<file path="src/reset_and_alarm_pin_logic_pkg.sv">
// Register map, field layout and timing constants of the reset and alarm pin logic
package reset_and_alarm_pin_logic_pkg;

    // ------------------------------------------------------------------
    // Geometry
    // ------------------------------------------------------------------
    localparam int unsigned CHANNELS      = 4;
    localparam int unsigned ADDR_LSB_BITS = 2;

    // ------------------------------------------------------------------
    // Register byte offsets
    // ------------------------------------------------------------------
    localparam logic [7:0] OFS_CHAN_CFG = 8'h00;
    localparam logic [7:0] OFS_CTRL     = 8'h04;
    localparam logic [7:0] OFS_STATUS   = 8'h08;
    localparam logic [7:0] OFS_IRQ_STAT = 8'h0c;
    localparam logic [7:0] OFS_IRQ_MASK = 8'h10;

    // ------------------------------------------------------------------
    // Channel configuration field layout, one byte per channel
    // ------------------------------------------------------------------
    localparam int unsigned CFG_STRIDE    = 8;
    localparam int unsigned CFG_ALARM_EN  = 0;
    localparam int unsigned CFG_ALARM_POL = 1;
    localparam int unsigned CFG_FAULT_POL = 2;
    localparam int unsigned CFG_CLK_EN    = 3;
    localparam int unsigned CFG_PIN_MASK  = 4;
    localparam logic [31:0] CFG_RESET     = 32'h0000_0000;
    localparam logic [31:0] CFG_WMASK     = 32'h1f1f_1f1f;

    // ------------------------------------------------------------------
    // Control, status and interrupt field layout
    // ------------------------------------------------------------------
    localparam int unsigned CTRL_SOFT_RST = 0;
    localparam int unsigned CTRL_CAL_LSB  = 4;
    localparam int unsigned STAT_FAULT    = 0;
    localparam int unsigned STAT_LOCK     = 4;
    localparam int unsigned STAT_BUSY     = 8;
    localparam int unsigned STAT_SOFT     = 12;
    localparam int unsigned IRQ_LOSS_LSB  = 0;
    localparam int unsigned IRQ_CAL_LSB   = 4;
    localparam logic [7:0]  IRQ_RESET     = 8'h00;

    // ------------------------------------------------------------------
    // Timing
    // ------------------------------------------------------------------
    localparam int unsigned CLK_FREQ_MHZ      = 100;
    localparam int unsigned SOFT_RESET_TIME_MS = 10;
    localparam int unsigned SOFT_RESET_CYCLES = SOFT_RESET_TIME_MS * 1000 * CLK_FREQ_MHZ;
    localparam int unsigned SOFT_CNT_BITS     = 20;

    // ------------------------------------------------------------------
    // AHB encodings
    // ------------------------------------------------------------------
    localparam logic [1:0] HTRANS_NONSEQ = 2'h2;
    localparam logic       HRESP_OKAY    = 1'h0;

endpackage : reset_and_alarm_pin_logic_pkg

</file>
<file path="src/reset_release_sync.sv">
// Reset synchroniser: asynchronous assertion, release on a clock edge
`timescale 1ns/1ps
module reset_release_sync (
    input  wire logic hclk,
    input  wire logic raw_rst_n,
    output logic      sync_rst_n
);

    logic stage1_reg;
    logic stage2_reg;

    // Two flops so every channel leaves reset on one common edge
    always_ff @(posedge hclk or negedge raw_rst_n) begin
        if (!raw_rst_n) begin
            stage1_reg <= 1'b0;
            stage2_reg <= 1'b0;
        end else begin
            stage1_reg <= 1'b1;
            stage2_reg <= stage1_reg;
        end
    end

    assign sync_rst_n = stage2_reg;

    // Release only after two clean edges of the raw reset being high
    property p_release_two_edges;
        @(posedge hclk) disable iff (!raw_rst_n)
        $rose(sync_rst_n) |-> $past(stage1_reg) && !$past(sync_rst_n);
    endproperty
    a_release_two_edges: assert property (p_release_two_edges)
        else $error("reset released without two synchroniser edges");

endmodule : reset_release_sync

</file>
<file path="src/alarm_pin_channel.sv">
// One channel's alarm pin: fault sense, mask, polarity and tristate
`timescale 1ns/1ps
module alarm_pin_channel (
    input  wire logic hclk,
    input  wire logic rst_n,
    input  wire logic alarm_output_enable,
    input  wire logic alarm_polarity,
    input  wire logic input_fault_polarity,
    input  wire logic pin_mask,
    input  wire logic input_signal_missing,
    output logic      alarm_out,
    output logic      alarm_oe,
    output logic      fault
);

    logic fault_next;
    logic alarm_out_next;

    // Raw monitor sense flipped by the fault polarity, then masked and polarised
    always_comb begin
        fault_next     = input_signal_missing ^ input_fault_polarity;
        alarm_out_next = (fault_next & ~pin_mask) ^ alarm_polarity;
    end

    // Pin is driven only while its alarm function is enabled
    always_ff @(posedge hclk or negedge rst_n) begin
        if (!rst_n) begin
            alarm_oe <= 1'b0;
        end else begin
            alarm_oe <= alarm_output_enable;
        end
    end

    // Level and fault flag registered so the pin never glitches
    always_ff @(posedge hclk or negedge rst_n) begin
        if (!rst_n) begin
            alarm_out <= 1'b0;
            fault     <= 1'b0;
        end else begin
            alarm_out <= alarm_out_next;
            fault     <= fault_next;
        end
    end

    property p_tristate_when_off;
        @(posedge hclk) disable iff (!rst_n)
        !alarm_output_enable ##1 !alarm_output_enable |-> !alarm_oe;
    endproperty
    a_tristate_when_off: assert property (p_tristate_when_off)
        else $error("alarm pin driven with no alarm function selected");

    property p_drive_when_on;
        @(posedge hclk) disable iff (!rst_n)
        alarm_output_enable |=> alarm_oe;
    endproperty
    a_drive_when_on: assert property (p_drive_when_on)
        else $error("enabled alarm pin not driven");

    property p_loss_shows_one;
        @(posedge hclk) disable iff (!rst_n)
        (input_signal_missing && !input_fault_polarity && !pin_mask && !alarm_polarity)
            |=> alarm_out && fault;
    endproperty
    a_loss_shows_one: assert property (p_loss_shows_one)
        else $error("signal loss did not show as one on the alarm pin");

    property p_mask_holds_idle;
        @(posedge hclk) disable iff (!rst_n)
        pin_mask |=> alarm_out == $past(alarm_polarity);
    endproperty
    a_mask_holds_idle: assert property (p_mask_holds_idle)
        else $error("masked alarm pin left its idle level");

endmodule : alarm_pin_channel

</file>
<file path="src/reset_and_alarm_pin_logic.sv">
// Reset handling, alarm pins, calibration start and AHB-Lite registers
`timescale 1ns/1ps
// What this block does
// - Pin reset resets all four channels together
// - Reset restores every configuration register default
// - Clock outputs tristated while reset holds
// - Alarm pin drives only when enabled
// - Alarm maskable, active level follows polarity
// - Alarm shows one on input signal loss
// - Unselected alarm pin left high impedance
// - Calibration start self-clears, done when lock_lost low
module reset_and_alarm_pin_logic #(
    parameter int unsigned CHANNELS          = reset_and_alarm_pin_logic_pkg::CHANNELS,
    parameter int unsigned SOFT_RESET_CYCLES = reset_and_alarm_pin_logic_pkg::SOFT_RESET_CYCLES
) (
    input  wire logic                hclk,
    input  wire logic                hresetn,
    input  wire logic                hsel,
    input  wire logic [31:0]         haddr,
    input  wire logic [1:0]          htrans,
    input  wire logic                hwrite,
    input  wire logic [2:0]          hsize,
    input  wire logic [31:0]         hwdata,
    input  wire logic                hready,
    output logic                     hreadyout,
    output logic                     hresp,
    output logic [31:0]              hrdata,
    input  wire logic                hardware_reset_n,
    input  wire logic [CHANNELS-1:0] input_signal_missing,
    input  wire logic [CHANNELS-1:0] lock_lost_alarm,
    output logic [CHANNELS-1:0]      alarm_out,
    output logic [CHANNELS-1:0]      alarm_oe,
    output logic [CHANNELS-1:0]      clock_out_oe,
    output logic [CHANNELS-1:0]      calibration_start,
    output logic                     channel_rst_n,
    output logic                     irq
);

    // ------------------------------------------------------------------
    // Declarations
    // ------------------------------------------------------------------
    localparam int unsigned CNT_W = reset_and_alarm_pin_logic_pkg::SOFT_CNT_BITS;
    localparam logic [CNT_W-1:0] SOFT_LAST = CNT_W'(SOFT_RESET_CYCLES - 1);

    logic                raw_rst_n;
    logic                int_rst_n;
    logic                soft_hold_reg;
    logic [CNT_W-1:0]    soft_cnt_reg;
    logic                wr_pend_reg;
    logic [7:0]          wr_addr_reg;
    logic                addr_ok;
    logic [7:0]          addr_ofs;
    logic [31:0]         rd_next;
    logic [31:0]         chan_cfg_reg;
    logic [7:0]          irq_stat_reg;
    logic [7:0]          irq_stat_next;
    logic [7:0]          irq_mask_reg;
    logic [7:0]          irq_set;
    logic [7:0]          irq_clr;
    logic [CHANNELS-1:0] cal_busy_reg;
    logic [CHANNELS-1:0] fault;
    logic [CHANNELS-1:0] fault_seen_reg;
    logic [CHANNELS-1:0] cal_req;
    logic                wr_cfg;
    logic                wr_ctrl;
    logic                wr_istat;
    logic                wr_imask;

    // ------------------------------------------------------------------
    // Reset generation
    // ------------------------------------------------------------------
    // Pin reset, bus reset and soft reset all funnel into one reset
    assign raw_rst_n = hresetn & hardware_reset_n & ~soft_hold_reg;

    reset_release_sync u_rst_sync (
        .hclk       (hclk),
        .raw_rst_n  (raw_rst_n),
        .sync_rst_n (int_rst_n)
    );

    assign channel_rst_n = int_rst_n;

    // Soft reset timer lives on the bus reset only, so it is not cleared by itself
    always_ff @(posedge hclk or negedge hresetn) begin
        if (!hresetn) begin
            soft_hold_reg <= 1'b0;
            soft_cnt_reg  <= '0;
        end else if (soft_hold_reg) begin
            if (soft_cnt_reg == SOFT_LAST) begin
                soft_hold_reg <= 1'b0;
                soft_cnt_reg  <= '0;
            end else begin
                soft_cnt_reg  <= soft_cnt_reg + CNT_W'(1);
            end
        end else if (wr_ctrl && hwdata[reset_and_alarm_pin_logic_pkg::CTRL_SOFT_RST]) begin
            soft_hold_reg <= 1'b1;
        end
    end

    // ------------------------------------------------------------------
    // AHB-Lite slave
    // ------------------------------------------------------------------
    // Zero wait states; every transfer answers OKAY
    assign hreadyout = 1'b1;
    assign hresp     = reset_and_alarm_pin_logic_pkg::HRESP_OKAY;
    assign addr_ofs  = haddr[7:0];
    assign addr_ok   = hsel && hready && (htrans == reset_and_alarm_pin_logic_pkg::HTRANS_NONSEQ)
                       && (haddr[31:8] == 24'h00_0000);

    // Write address captured in address phase, data applied in data phase
    always_ff @(posedge hclk or negedge hresetn) begin
        if (!hresetn) begin
            wr_pend_reg <= 1'b0;
            wr_addr_reg <= 8'h00;
        end else begin
            wr_pend_reg <= addr_ok && hwrite;
            wr_addr_reg <= addr_ofs;
        end
    end

    assign wr_cfg   = wr_pend_reg && (wr_addr_reg == reset_and_alarm_pin_logic_pkg::OFS_CHAN_CFG);
    assign wr_ctrl  = wr_pend_reg && (wr_addr_reg == reset_and_alarm_pin_logic_pkg::OFS_CTRL);
    assign wr_istat = wr_pend_reg && (wr_addr_reg == reset_and_alarm_pin_logic_pkg::OFS_IRQ_STAT);
    assign wr_imask = wr_pend_reg && (wr_addr_reg == reset_and_alarm_pin_logic_pkg::OFS_IRQ_MASK);

    // Read mux; unmapped offsets read as zero
    always_comb begin
        rd_next = 32'h0000_0000;
        unique case (addr_ofs)
            reset_and_alarm_pin_logic_pkg::OFS_CHAN_CFG: rd_next = chan_cfg_reg;
            reset_and_alarm_pin_logic_pkg::OFS_CTRL: begin
                rd_next[reset_and_alarm_pin_logic_pkg::CTRL_SOFT_RST] = soft_hold_reg;
            end
            reset_and_alarm_pin_logic_pkg::OFS_STATUS: begin
                rd_next[reset_and_alarm_pin_logic_pkg::STAT_FAULT +: CHANNELS] = fault;
                rd_next[reset_and_alarm_pin_logic_pkg::STAT_LOCK +: CHANNELS]  = lock_lost_alarm;
                rd_next[reset_and_alarm_pin_logic_pkg::STAT_BUSY +: CHANNELS]  = cal_busy_reg;
                rd_next[reset_and_alarm_pin_logic_pkg::STAT_SOFT]              = soft_hold_reg;
            end
            reset_and_alarm_pin_logic_pkg::OFS_IRQ_STAT: rd_next[7:0] = irq_stat_reg;
            reset_and_alarm_pin_logic_pkg::OFS_IRQ_MASK: rd_next[7:0] = irq_mask_reg;
            default: rd_next = 32'h0000_0000;
        endcase
    end

    // Read data registered at the address phase edge, valid in data phase
    always_ff @(posedge hclk or negedge hresetn) begin
        if (!hresetn) begin
            hrdata <= 32'h0000_0000;
        end else if (addr_ok && !hwrite) begin
            hrdata <= rd_next;
        end
    end

    // ------------------------------------------------------------------
    // Channel configuration
    // ------------------------------------------------------------------
    // Cleared by every reset source so the host must reprogram
    always_ff @(posedge hclk or negedge int_rst_n) begin
        if (!int_rst_n) begin
            chan_cfg_reg <= reset_and_alarm_pin_logic_pkg::CFG_RESET;
        end else if (wr_cfg) begin
            chan_cfg_reg <= hwdata & reset_and_alarm_pin_logic_pkg::CFG_WMASK;
        end
    end

    // ------------------------------------------------------------------
    // Per-channel logic
    // ------------------------------------------------------------------
    genvar c;
    generate
        for (c = 0; c < CHANNELS; c++) begin : g_chan
            localparam int unsigned B = c * reset_and_alarm_pin_logic_pkg::CFG_STRIDE;

            alarm_pin_channel u_alarm (
                .hclk                 (hclk),
                .rst_n                (int_rst_n),
                .alarm_output_enable  (chan_cfg_reg[B + reset_and_alarm_pin_logic_pkg::CFG_ALARM_EN]),
                .alarm_polarity       (chan_cfg_reg[B + reset_and_alarm_pin_logic_pkg::CFG_ALARM_POL]),
                .input_fault_polarity (chan_cfg_reg[B + reset_and_alarm_pin_logic_pkg::CFG_FAULT_POL]),
                .pin_mask             (chan_cfg_reg[B + reset_and_alarm_pin_logic_pkg::CFG_PIN_MASK]),
                .input_signal_missing (input_signal_missing[c]),
                .alarm_out            (alarm_out[c]),
                .alarm_oe             (alarm_oe[c]),
                .fault                (fault[c])
            );

            // Outputs stay tristated until the host sets the clock enable
            always_ff @(posedge hclk or negedge int_rst_n) begin
                if (!int_rst_n) begin
                    clock_out_oe[c] <= 1'b0;
                end else begin
                    clock_out_oe[c] <= chan_cfg_reg[B + reset_and_alarm_pin_logic_pkg::CFG_CLK_EN];
                end
            end

            assign cal_req[c] = wr_ctrl && hwdata[reset_and_alarm_pin_logic_pkg::CTRL_CAL_LSB + c];

            // Self-clearing start pulse; busy until lock_lost_alarm falls
            always_ff @(posedge hclk or negedge int_rst_n) begin
                if (!int_rst_n) begin
                    calibration_start[c] <= 1'b0;
                    cal_busy_reg[c]      <= 1'b0;
                end else begin
                    calibration_start[c] <= cal_req[c];
                    if (cal_req[c]) begin
                        cal_busy_reg[c] <= 1'b1;
                    end else if (cal_busy_reg[c] && !calibration_start[c] && !lock_lost_alarm[c]) begin
                        cal_busy_reg[c] <= 1'b0;
                    end
                end
            end

            // Event sources: rising fault, calibration completion
            assign irq_set[reset_and_alarm_pin_logic_pkg::IRQ_LOSS_LSB + c] = fault[c] & ~fault_seen_reg[c];
            assign irq_set[reset_and_alarm_pin_logic_pkg::IRQ_CAL_LSB + c]  =
                cal_busy_reg[c] & ~cal_req[c] & ~calibration_start[c] & ~lock_lost_alarm[c];
        end
    endgenerate

    // Previous fault level for edge detection
    always_ff @(posedge hclk or negedge int_rst_n) begin
        if (!int_rst_n) begin
            fault_seen_reg <= '0;
        end else begin
            fault_seen_reg <= fault;
        end
    end

    // ------------------------------------------------------------------
    // Interrupt status and mask
    // ------------------------------------------------------------------
    // Write one to clear; a set in the same cycle wins over the clear
    assign irq_clr       = wr_istat ? hwdata[7:0] : 8'h00;
    assign irq_stat_next = (irq_stat_reg & ~irq_clr) | irq_set;

    always_ff @(posedge hclk or negedge int_rst_n) begin
        if (!int_rst_n) begin
            irq_stat_reg <= reset_and_alarm_pin_logic_pkg::IRQ_RESET;
        end else begin
            irq_stat_reg <= irq_stat_next;
        end
    end

    always_ff @(posedge hclk or negedge int_rst_n) begin
        if (!int_rst_n) begin
            irq_mask_reg <= reset_and_alarm_pin_logic_pkg::IRQ_RESET;
        end else if (wr_imask) begin
            irq_mask_reg <= hwdata[7:0];
        end
    end

    assign irq = |(irq_stat_reg & irq_mask_reg);

    // ------------------------------------------------------------------
    // Checks
    // ------------------------------------------------------------------
    property p_outputs_off_in_reset;
        @(posedge hclk) disable iff (!hresetn)
        !int_rst_n |-> (clock_out_oe == '0) && (alarm_oe == '0);
    endproperty
    a_outputs_off_in_reset: assert property (p_outputs_off_in_reset)
        else $error("outputs driven while in reset");

    property p_defaults_after_reset;
        @(posedge hclk) disable iff (!hresetn)
        $rose(int_rst_n) |-> chan_cfg_reg == reset_and_alarm_pin_logic_pkg::CFG_RESET;
    endproperty
    a_defaults_after_reset: assert property (p_defaults_after_reset)
        else $error("configuration not at default after reset");

    property p_pin_reset_all;
        @(posedge hclk) disable iff (!hresetn)
        !hardware_reset_n ##1 !hardware_reset_n |-> !channel_rst_n && (calibration_start == '0);
    endproperty
    a_pin_reset_all: assert property (p_pin_reset_all)
        else $error("pin reset did not hold every channel");

    property p_clock_needs_config;
        @(posedge hclk) disable iff (!int_rst_n)
        $rose(clock_out_oe[0]) |-> $past(wr_cfg, 2);
    endproperty
    a_clock_needs_config: assert property (p_clock_needs_config)
        else $error("clock output appeared without configuration");

    property p_cal_self_clears;
        @(posedge hclk) disable iff (!int_rst_n)
        (wr_ctrl && hwdata[reset_and_alarm_pin_logic_pkg::CTRL_CAL_LSB]) ##1 !cal_req[0]
            |-> calibration_start[0] && cal_busy_reg[0] ##1 !calibration_start[0];
    endproperty
    a_cal_self_clears: assert property (p_cal_self_clears)
        else $error("calibration start did not pulse for one cycle");

    property p_irq_gated;
        @(posedge hclk) disable iff (!int_rst_n)
        $rose(irq) |-> ((($past(irq_set) & $past(irq_mask_reg)) != 8'h00) || $past(wr_imask));
    endproperty
    a_irq_gated: assert property (p_irq_gated)
        else $error("interrupt rose with no unmasked event");

endmodule : reset_and_alarm_pin_logic

</file>
<file path="config.mk">
export PLATFORM = sky130hd
export DESIGN_NAME = reset_and_alarm_pin_logic
export DESIGN_NICKNAME = d
export VERILOG_FILES = /design/src/reset_and_alarm_pin_logic_pkg.sv /design/src/reset_release_sync.sv /design/src/alarm_pin_channel.sv /design/src/reset_and_alarm_pin_logic.sv
export SDC_FILE = /design/constraint.sdc
export NUM_CORES = 1
export LEC_CHECK = 0
export BUFFER_PORTS_ARGS = -buffer_cell sky130_fd_sc_hd__buf_2
export CAP_MARGIN = 20
export CORE_MARGIN = 4
export CORE_UTILIZATION = 57
export CTS_CLUSTER_DIAMETER = 150
export DETAILED_ROUTE_END_ITERATION = 8
export MAX_ROUTING_LAYER = met4
export PLACE_DENSITY = 0.85
export RECOVER_POWER = 25
export SLEW_MARGIN = 20
export SYNTH_ARGS = -nofsm -noshare
export SYNTH_HDL_FRONTEND = slang
export SYNTH_SLANG_ARGS = --single-unit
export TNS_END_PERCENT = 30
</file>
<file path="constraint.sdc">
create_clock -name hclk -period 4.27 [get_ports hclk]
set_input_delay 0.854 -clock hclk [delete_from_list [all_inputs] [get_ports hclk]]
set_output_delay 0.854 -clock hclk [all_outputs]
set_load 0.05 [all_outputs]
</file>
==> impl_metrics.env, run 1 <==
export IMPL_tritoncts="done"
export IMPL_fill_cells=627
export IMPL_final_cells=672
export IMPL_post_route_drc_count=0
export IMPL_cp_num_cells=3
export IMPL_cts_setup_buffers=0
export IMPL_cp_startpoint="irq_stat_reg[5]$_DFF_PN0_"
export IMPL_design_portCount=135
export IMPL_cts_sinks=119
export IMPL_cts_path_max_buffers=2
export IMPL_power_density_nw_per_um2=428.0
export IMPL_reg2regPathDepth=4
export IMPL_yosysTopAreaCell="dfrtp_1"
export IMPL_endpoint_required_time_on_the_critical_path_ps=3420
export IMPL_finalHoldWorstSlack_ps=255.8
export IMPL_setup_viol_count_final=0
export IMPL_leak_nw=3.134
export IMPL_fmaxAchievable_ghz=0.4088
export IMPL_power_frac_seq_pct=42.0
export IMPL_cts_resized=0
export IMPL_p_int_mw=2.146
export IMPL_fin_crit_ps=2446
export IMPL_design_power_total_mw=2.744
export IMPL_final_antenna_net_count=0
export IMPL_power_share_combinational_pct=5.0
export IMPL_placeableCoreArea_um2=8806
export IMPL_detail_route_vias_per_cell=5.960
export IMPL_synth_edff_count=0
export IMPL_post_synth_cell_area_avg_um2=11.89
export IMPL_routed_via_count=4005
export IMPL_post_synth_top_count_cell="dfrtp_1"
export IMPL_portBuffers=111
export IMPL_initial_utilization_pct=59.29
export IMPL_max_fanout_on_critical_path=4
export IMPL_hold_viol_final=0
export IMPL_violations_in_the_final_reports="max-capacitance violations, max-slew violations"
export IMPL_detailedPlacementHpwl_um=8966
export IMPL_grt_setup_unrepaired="no"
export IMPL_layout_drive_gt1_share_pct=34.57
export IMPL_drv_max_cap_violation_count=1
export IMPL_gp_congestion=0.8677
export IMPL_ys_dominant_reg_cell="dfrtp_1"
export IMPL_grt_pass1_vias=4330
export IMPL_setup_worst_path_end_class="output pin"
export IMPL_critical_path_buf_inv_count=1
export IMPL_syn_inst=439
export IMPL_cts_clk_slew_worst_paths_ps=50
export IMPL_outcome="finished with violations"
export IMPL_timing_max_transition_violations_final=65
export IMPL_setup_tns_final_ps=0
export IMPL_avgRoutedWirePerCell_um=19.14
export IMPL_dp_cells=641
export IMPL_clkPwrFrac_pct=52.9
export IMPL_peakVddDrop_v=0.0002600
export IMPL_yosysUniqueCellTypes=53
export IMPL_synth_area_leaders="dfrtp_1 (57%), mux2_2 (6.0%), buf_4 (2.7%), o21ai_0 (2.5%), mux2i_1 (2.1%)"
export IMPL_skew_ps=7.709
export IMPL_start_kind="flip-flop"
export IMPL_timing_worst_setup_path_type="flip-flop to output pin"
export IMPL_largest_reg_flops=23
export IMPL_final_nets=636
export IMPL_antennaDiodeCount=0
export IMPL_clk_latency_ps=520
export IMPL_ctsHtreeMaxLevel=4
export IMPL_sw_frac_of_total_pct=21.80
export IMPL_synthesis_yosys_warnings=0
export IMPL_synthesized_cell_area_um2=5221
export IMPL_die_width_um=103.7
export IMPL_die_area_um2=10760
export IMPL_max_slew_worst_pin_slew_ps=1573
export IMPL_largest_net_degree_at_the_start_of_global_routing=65
export IMPL_setup_slack_ps=1824
export IMPL_r2r_start="wr_addr_reg[5]$_DFF_PN0_"
export IMPL_postSynthRegisterBits=119
export IMPL_min_delay_path_class="input pin to async pin"
export IMPL_gr_total_overflow=0
export IMPL_clk_root_buffer_cell="clkbuf_8"
export IMPL_crit_path_max_delay_family="flip-flops"
export IMPL_power_switching_mw=0.5984
export IMPL_grt_antenna_before_repair=0
export IMPL_critical_path_max_stage_delay_ps=430
export IMPL_timing_max_slew_rel_slack_pct=-4.866
export IMPL_cts_hold_fix_buffers=0
export IMPL_cts_buffers_inserted=17
export IMPL_grt_first_pass_wirelength_um=21500
export IMPL_drt_initial_drc_count=276
export IMPL_critical_path_slowest_cell="dfrtp_1"
export IMPL_fp_dieH_um=103.7
export IMPL_placement_rows=34
export IMPL_dpl_worst_slack_ps=1447
export IMPL_ys_async_sr_fraction_pct=100.0
export IMPL_worst_endpoint_arrival_ps=1590
export IMPL_post_route_period_util_pct=57.29
export IMPL_track_usage_pct=25.67
export IMPL_post_synth_top_cells="dfrtp_1 (119), mux2_2 (28), nand2_1 (26), o21ai_0 (26), buf_4 (19)"
export IMPL_area_growth_synth_to_final_pct=22.81
export IMPL_first_pass_iters=6
export IMPL_synth_seq_area_share_pct=57.03
export IMPL_crit_chain="a22oi_1, nand4_1, buf_2"
export IMPL_route_final_wire_length_um=12860
export IMPL_yosys_area_top_type_share_pct=57.03
==> placed cells by master (no fill, tap or decap), drive strengths merged, types with 3 or more instances in the layout <==
master	count
mux2	28
a31o	12
nor3	8
and2	4
nand2	26
and3	6
xor2	7
clkbuf	28
nor2	11
bufinv	4
nor3b	3
o21ai	26
mux2i	11
nand4	11
a22oi	12
a2bb2oi	6
nor4	10
o31ai	5
or2	4
xnor2	12
o41ai	5
buf	110
dfrtp	119
a21oi	3
nand2b	9
clkinv	5
conb	12
a22o	9
inv	9
or4b	3
nand3	9
clkinvlp	4
o21a	12
nor4b	3
==> final timing paths <==
path / to / slack (ps)
worst max-delay path: irq / 1820
worst min-delay path: u_rst_sync.stage1_reg$_DFF_PN0_ / 260
worst max register to register: irq_stat_reg[5]$_DFF_PN0_ / 2020
worst min register to register: u_rst_sync.sync_rst_n$_DFF_PN0_ / 350
max in group asynchronous: soft_cnt_reg[0]$_DFFE_PN0P_ / 2480
min in group hclk: u_rst_sync.sync_rst_n$_DFF_PN0_ / 350
==> layer usage <==
layer	routed length [µm]	global-route usage [%]	part of all wire [%]	up-vias
li1	-	-	-	1808
met1	5257	32.41	41	1990
met2	6460	40.42	50	172
met3	792	5.535	6.2	35
met4	352	11.11	2.7	0
met5	0	-	0	-
==> per-stage QoR <==
stage | instance area (µm²) | util (%)
final | 6412 | 72.82
after global routing | 6412 | 72.82
after CTS | 6414 | 72.83
after detailed placement | 5804 | 65.91
after global placement | 5804 | 65.91
after floorplan | 5259 | -
==> final cells by class <==
cell class,count,area [µm²],share of cell area [%]
clock buffers,19,431.7,6.732
clock inverters,12,177.7,2.771
inverters,10,37.54,0.5854
multi-input cells,285,2048,31.94
flip-flops and latches,119,2979,46.46
well taps,108,135.1,2.107
repair buffers,119,603.1,9.405
==> kinds of logic after synthesis <==
logic type,Yosys count,share of synthesized area [%]
compound gates,96,13.40
xor+xnor,19,3.187
fa+ha+maj,1,0.2396
buf+inv,45,4.793
flops,119,57.03
mux,39,8.148
other cells,2,0.1438
simple gates,118,13.06
==> power groups by stage <==
stage / clock network, mW / logic [mW] / registers, mW
floorplan: 0 / 0.0756 / 1.18
global placement: 0 / 0.135 / 1.17
detailed placement: 0 / 0.139 / 1.17
CTS: 1.47 / 0.140 / 1.15
global route: 1.53 / 0.151 / 1.15
finish: 1.45 / 0.139 / 1.15
==> worst register-to-register path: cells and delay by family, from the launching register on <==
family | cells | cell delay, ps
and+or+nand+nor | 2 | 1380
AOI/OAI and AO/OA | 2 | 380
DFF | 1 | 350
Power figures use the tool's default switching activity.
==> inputs of run 2 (changes only) <==
--- a/config.mk
+++ b/config.mk
@@ -8,11 +8,11 @@
 export BUFFER_PORTS_ARGS = -buffer_cell sky130_fd_sc_hd__buf_2
 export CAP_MARGIN = 20
 export CORE_MARGIN = 4
-export CORE_UTILIZATION = 57
+export CORE_UTILIZATION = 48
 export CTS_CLUSTER_DIAMETER = 150
 export DETAILED_ROUTE_END_ITERATION = 8
 export MAX_ROUTING_LAYER = met4
-export PLACE_DENSITY = 0.85
+export PLACE_DENSITY = 0.76
 export RECOVER_POWER = 25
 export SLEW_MARGIN = 20
 export SYNTH_ARGS = -nofsm -noshare
==> constraint.sdc (replaced) <==
create_clock -name hclk -period 2.2 [get_ports hclk]
set_input_delay 0.44 -clock hclk [delete_from_list [all_inputs] [get_ports hclk]]
set_output_delay 0.44 -clock hclk [all_outputs]
set_load 0.05 [all_outputs]
==> run 2 against run 1 <==
The flow now finishes without violations. Count of clock-buffer cells in the layout up 5. Sequential power up 95%. Via count up 0.85%. Cell area up 2.1%. Critical path depth up 1. Global-route usage down 3.2 points. Highest routed layer unchanged. Clock skew down 1.3 ps. Largest power group unchanged. Power up 94%. Core utilization down 10 points. Wire length up 3.4%.
==> impl_metrics.env, run 2 (synthesis gave the netlist of run 1 again) <==
export IMPL_hold_viol_final=0
export IMPL_gr_total_overflow=0
export IMPL_layout_drive_gt1_share_pct=35.64
export IMPL_drt_initial_drc_count=275
export IMPL_drv_max_cap_violation_count=0
export IMPL_regToRegEndpoint="irq_stat_reg[4]$_DFF_PN0_"
export IMPL_leak_nw=3.216
export IMPL_worst_endpoint_arrival_ps=2530
export IMPL_skew_ps=6.367
export IMPL_largest_reg_flops=23
export IMPL_initial_utilization_pct=49.90
export IMPL_post_route_drc_count=0
export IMPL_detail_route_vias_per_cell=5.649
export IMPL_final_nets=649
export IMPL_tritoncts="done"
export IMPL_holdCritStartpoint="haddr[7]"
export IMPL_die_width_um=112.3
export IMPL_setup_worst_path_end_class="flip-flop"
export IMPL_ctsHtreeMaxLevel=4
export IMPL_first_pass_iters=5
export IMPL_largest_net_degree_at_the_start_of_global_routing=65
export IMPL_rrSetupSlack_ps=50
export IMPL_routed_via_count=4039
export IMPL_clk_latency_ps=510
export IMPL_fmaxAchievable_ghz=0.4650
export IMPL_power_density_nw_per_um2=814.1
export IMPL_placement_rows=37
export IMPL_die_area_um2=12610
export IMPL_fill_cells=840
export IMPL_setup_slack_ps=49.67
export IMPL_timing_worst_setup_path_type="flip-flop to flip-flop"
export IMPL_detailedPlacementHpwl_um=9440
export IMPL_hold_path_end="wr_addr_reg[7]$_DFF_PN0_"
export IMPL_grt_setup_unrepaired="no"
export IMPL_grt_pass1_vias=4238
export IMPL_final_antenna_net_count=0
export IMPL_layout_cells_most_common="dfrtp_1"
export IMPL_timing_max_transition_violations_final=0
export IMPL_start_kind="flip-flop"
export IMPL_cts_path_max_buffers=2
export IMPL_dpl_worst_slack_ps=-63.76
export IMPL_clk_root_buffer_cell="clkbuf_8"
export IMPL_final_core_utilization_pct=62.56
export IMPL_cts_clk_slew_worst_paths_ps=60
export IMPL_endpoint_required_time_on_the_critical_path_ps=2580
export IMPL_post_route_period_util_pct=97.74
export IMPL_reg2regPathDepth=4
export IMPL_min_delay_path_class="input pin to flip-flop"
export IMPL_area_growth_synth_to_final_pct=25.35
export IMPL_design_portCount=135
export IMPL_grt_first_pass_wirelength_um=21740
export IMPL_max_fanout_on_critical_path=6
export IMPL_fin_crit_ps=2150
export IMPL_portBuffers=111
export IMPL_most_common_layout_cells="dfrtp_1 (118), buf_2 (105), mux2_2 (28)"
export IMPL_cts_setup_buffers=0
export IMPL_timing_max_slew_rel_slack_pct=39.66
export IMPL_grt_antenna_before_repair=1
export IMPL_gp_congestion=0.8899
export IMPL_worst_hold_path_num_cells=1
export IMPL_r2r_start="wr_addr_reg[5]$_DFF_PN0_"
export IMPL_outcome="completed"
export IMPL_setup_viol_count_final=0
export IMPL_fp_dieH_um=112.3
export IMPL_peakVddDrop_v=0.0005363
export IMPL_cts_buffers_inserted=17
export IMPL_placeableCoreArea_um2=10460
export IMPL_track_usage_pct=22.48
export IMPL_route_final_wire_length_um=13300
export IMPL_avgRoutedWirePerCell_um=18.60
export IMPL_cts_sinks=119
export IMPL_max_slew_worst_pin_slew_ps=905.2
==> run 2: critical path, stage by stage, from the launching register on <==
cell and delay (ps):
dfrtp_1 360, or4b_4 580, or4b_2 710, a22oi_1 250, o21ai_0 120
==> run 2: layout make-up <==
cell class / count / area (µm²) / share of cell area, %
clock buffer: 24 / 490.5 / 7.494
clock inverter: 8 / 117.6 / 1.797
timing repair buffer: 132 / 706.9 / 10.80
antenna: 1 / 2.502 / 0.03823
tap: 136 / 170.2 / 2.600
multi-input combinational: 285 / 2041 / 31.18
inverter: 10 / 37.54 / 0.5735
sequential: 119 / 2979 / 45.52
==> run 2: worst max-delay path by stage <==
stage / start / end / slack [ps]
CTS: wr_addr_reg[5]$_DFF_PN0_ / irq_stat_reg[4]$_DFF_PN0_ / 7
floorplan: haddr[14] / hrdata[11]$_DFFE_PN0P_ / 190
finish: wr_addr_reg[5]$_DFF_PN0_ / irq_stat_reg[4]$_DFF_PN0_ / 50
detailed placement: haddr[27] / hrdata[8]$_DFFE_PN0P_ / -60
global placement: haddr[27] / hrdata[8]$_DFFE_PN0P_ / 80
global route: wr_addr_reg[5]$_DFF_PN0_ / irq_stat_reg[4]$_DFF_PN0_ / 40
==> run 2: layer usage <==
layer / global-route usage [%] / wire (µm) / share of wire [%]
met3: 4.906 / 727 / 5.5
met1: 27.84 / 5635 / 42
met2: 35.96 / 6651 / 50
met4: 9.295 / 283 / 2.1
met5: - / 0 / 0
==> run 2: where the power goes <==
group | internal [mW] | leakage (nW) | switching [mW]
sequential | 2.22 | 1.55 | 0.0191
clock | 1.87 | 0.301 | 0.944
combinational | 0.0926 | 1.36 | 0.184
total | 4.18 | 3.22 | 1.15
==> run 2: per-stage QoR <==
| stage | area, µm² | hold slack [ps] | total power, mW | setup TNS [ps] | instances |
|---|---|---|---|---|---|
| floorplan | 5260 | 144.4 | 2.436 | 0 | 449 |
| global placement | 5934 | 332.6 | 2.545 | 0 | 680 |
| detailed placement | 5934 | 341.2 | 2.554 | -94.16 | 680 |
| CTS | 6563 | 32.08 | 5.364 | 0 | 714 |
| global route | 6545 | 31.87 | 5.495 | 0 | 715 |
| finish | 6545 | 51.52 | 5.328 | 0 | 715 |
==> run 2: what timing repair did <==
item / 4_1_cts / 5_1_grt
hold endpoints to repair: 15 / 0
hold buffers: 2 / 0
endpoints found under the setup margin: 0 / 3
resized for setup: 0 / 1
==> inputs of run 3 (changes only) <==
--- a/config.mk
+++ b/config.mk
@@ -14,7 +14,6 @@
 export MAX_ROUTING_LAYER = met4
 export PLACE_DENSITY = 0.76
 export RECOVER_POWER = 25
-export SLEW_MARGIN = 20
 export SYNTH_ARGS = -nofsm -noshare
 export SYNTH_HDL_FRONTEND = slang
 export SYNTH_SLANG_ARGS = --single-unit
==> constraint.sdc (replaced) <==
create_clock -name hclk -period 1.7 [get_ports hclk]
set_input_delay 0.34 -clock hclk [delete_from_list [all_inputs] [get_ports hclk]]
set_output_delay 0.34 -clock hclk [all_outputs]
set_load 0.05 [all_outputs]
==> run 3 against run 2 <==
Global-route usage grew 0.22 points. The run now ends with negative setup slack left. Register-to-register slack worse by 250 ps. Largest cell class unchanged. Sequential share of layout area is 2.5 points lower.
==> impl_metrics.env, run 3 (synthesis gave the netlist of run 1 again) <==
export IMPL_placement_rows=37
export IMPL_layout_cells_most_common="dfrtp_1"
export IMPL_drv_max_cap_violation_count=0
export IMPL_critical_path_slowest_cell="or4b_4"
export IMPL_cts_path_max_buffers=2
export IMPL_setup_slack_ps=-202.2
export IMPL_crit_path_max_delay_family="simple AND/OR/NAND/NOR gates"
export IMPL_clk_latency_ps=520
export IMPL_largest_reg_flops=23
export IMPL_gp_congestion=0.8747
export IMPL_grt_antenna_before_repair=0
export IMPL_clk_root_buffer_cell="clkbuf_8"
export IMPL_max_fanout_on_critical_path=8
export IMPL_fp_dieH_um=112.3
export IMPL_drt_initial_drc_count=238
export IMPL_grt_setup_unrepaired="yes"
export IMPL_crit_chain="or4b_4, nor4_4, buf_4, clkbuf_16, mux2_2"
export IMPL_track_usage_pct=22.70
export IMPL_power_frac_seq_pct=44.0
export IMPL_fmaxAchievable_ghz=0.5257
export IMPL_power_density_nw_per_um2=951.2
export IMPL_fin_crit_ps=1902
export IMPL_avgRoutedWirePerCell_um=18.50
export IMPL_p_int_mw=5.091
export IMPL_largest_net_degree_at_the_start_of_global_routing=65
export IMPL_cp_startpoint="wr_addr_reg[6]$_DFF_PN0_"
export IMPL_crit_path_end="chan_cfg_reg[20]$_DFFE_PN0P_"
export IMPL_regToRegEndpoint="chan_cfg_reg[20]$_DFFE_PN0P_"
export IMPL_first_pass_iters=4
export IMPL_cts_clk_slew_worst_paths_ps=60
export IMPL_endpoint_required_time_on_the_critical_path_ps=2100
export IMPL_timing_max_transition_violations_final=0
export IMPL_worst_endpoint_arrival_ps=2310
export IMPL_skew_ps=5.985
export IMPL_finalHoldWorstSlack_ps=22.89
export IMPL_design_portCount=135
export IMPL_grt_pass1_vias=4281
export IMPL_start_kind="flip-flop"
export IMPL_final_nets=679
export IMPL_reg2regPathDepth=5
export IMPL_outcome="finished with violations"
export IMPL_hold_viol_final=0
export IMPL_design_power_total_mw=6.590
export IMPL_violations_in_the_final_reports="negative setup slack"
export IMPL_tritoncts="done"
export IMPL_detail_route_vias_per_cell=5.579
export IMPL_route_final_wire_length_um=13760
export IMPL_area_growth_synth_to_final_pct=32.69
export IMPL_final_antenna_net_count=0
export IMPL_rrSetupSlack_ps=-200
export IMPL_dpl_worst_slack_ps=-439.0
export IMPL_cts_buffers_inserted=17
export IMPL_peakVddDrop_v=0.0005866
export IMPL_layout_drive_gt1_share_pct=40.20
export IMPL_timing_max_slew_rel_slack_pct=34.25
export IMPL_setup_viol_count_final=44
export IMPL_leak_nw=3.392
export IMPL_critical_path_max_stage_delay_ps=590
export IMPL_grt_first_pass_wirelength_um=22030
export IMPL_initial_utilization_pct=49.90
export IMPL_portBuffers=111
export IMPL_routed_via_count=4151
export IMPL_post_route_drc_count=0
export IMPL_cts_sinks=119
export IMPL_detailedPlacementHpwl_um=9794
export IMPL_post_route_period_util_pct=111.9
export IMPL_clkPwrFrac_pct=50.0
export IMPL_sw_frac_of_total_pct=22.74
export IMPL_max_slew_worst_pin_slew_ps=986.2
export IMPL_critical_path_buf_inv_count=2
export IMPL_gr_total_overflow=0
export IMPL_timing_worst_setup_path_type="flip-flop to flip-flop"
export IMPL_die_area_um2=12610
export IMPL_ctsHtreeMaxLevel=4
export IMPL_min_delay_path_class="input pin to flip-flop"
export IMPL_most_common_layout_cells="dfrtp_1 (117), buf_2 (105), buf_4 (31)"
export IMPL_r2r_start="wr_addr_reg[6]$_DFF_PN0_"
export IMPL_setup_worst_path_end_class="flip-flop"
export IMPL_power_share_combinational_pct=5.9
export IMPL_power_switching_mw=1.499
export IMPL_cp_num_cells=5
export IMPL_final_core_utilization_pct=66.22
export IMPL_die_width_um=112.3
export IMPL_placeableCoreArea_um2=10460
## run 3: cell type report
cell class / instances / area [µm²]
clock inverter: 8 / 72.57
clock buffer: 23 / 476.7
timing repair buffer: 162 / 1012
multi-input combinational: 285 / 2176
fill: 793 / 3535
inverter: 10 / 37.54
sequential: 119 / 2980
antenna: 1 / 2.502
tap: 136 / 170.2
## run 3: what timing repair did
| action | in CTS | in global routing |
|---|---|---|
| pin swaps | 13 | 1 |
| hold buffers | 8 | 0 |
| hold endpoints to repair | 21 | 0 |
| buffers inserted | 0 | 2 |
| gates cloned | 0 | 1 |
| gates resized for setup | 29 | 15 |
| endpoints found under the setup margin | 46 | 47 |
## run 3: how the worst min path moves through the flow
stage | endpoint | depth (start not counted) | from | slack (ps)
after detailed placement | u_rst_sync.stage1_reg$_DFF_PN0_ | 2 | hardware_reset_n | 280
after global placement | u_rst_sync.stage1_reg$_DFF_PN0_ | 2 | hardware_reset_n | 280
after CTS | g_chan[3].u_alarm.fault$_DFF_PN0_ | 2 | input_signal_missing[3] | 5
after floorplan | hrdata[0]$_DFFE_PN0P_ | 0 | hresetn | 40
final | g_chan[3].u_alarm.fault$_DFF_PN0_ | 2 | input_signal_missing[3] | 20
after global routing | irq_stat_reg[6]$_DFF_PN0_ | 2 | hwdata[6] | 30
## run 3: stage by stage
stage,std cells,instance area [µm²],TNS [ps]
after floorplan,449,5260,-9285
after global placement,700,6110,-16680
after detailed placement,700,6110,-19880
after CTS,739,6849,-5748
after global routing,743,6925,-8335
final,744,6928,-6435
## run 3: power groups by stage
stage	Clock [mW]	Sequential [mW]	Combinational (mW)
floorplan	0	2.96	0.190
global placement	0	2.94	0.368
detailed placement	0	2.95	0.376
CTS	3.33	2.90	0.398
global route	3.49	2.90	0.427
finish	3.30	2.90	0.391
## run 3: per-layer routing
layer  share of wire [%]  wire, µm  vias up  GRT usage (%)
li1                    -         -     1895              -
met1                  42      5793     2112          28.51
met2                  51      7027      131          36.43
met3                 5.7       788       13          5.714
met4                 1.1       153        0          7.131
met5                   0         0        -              -
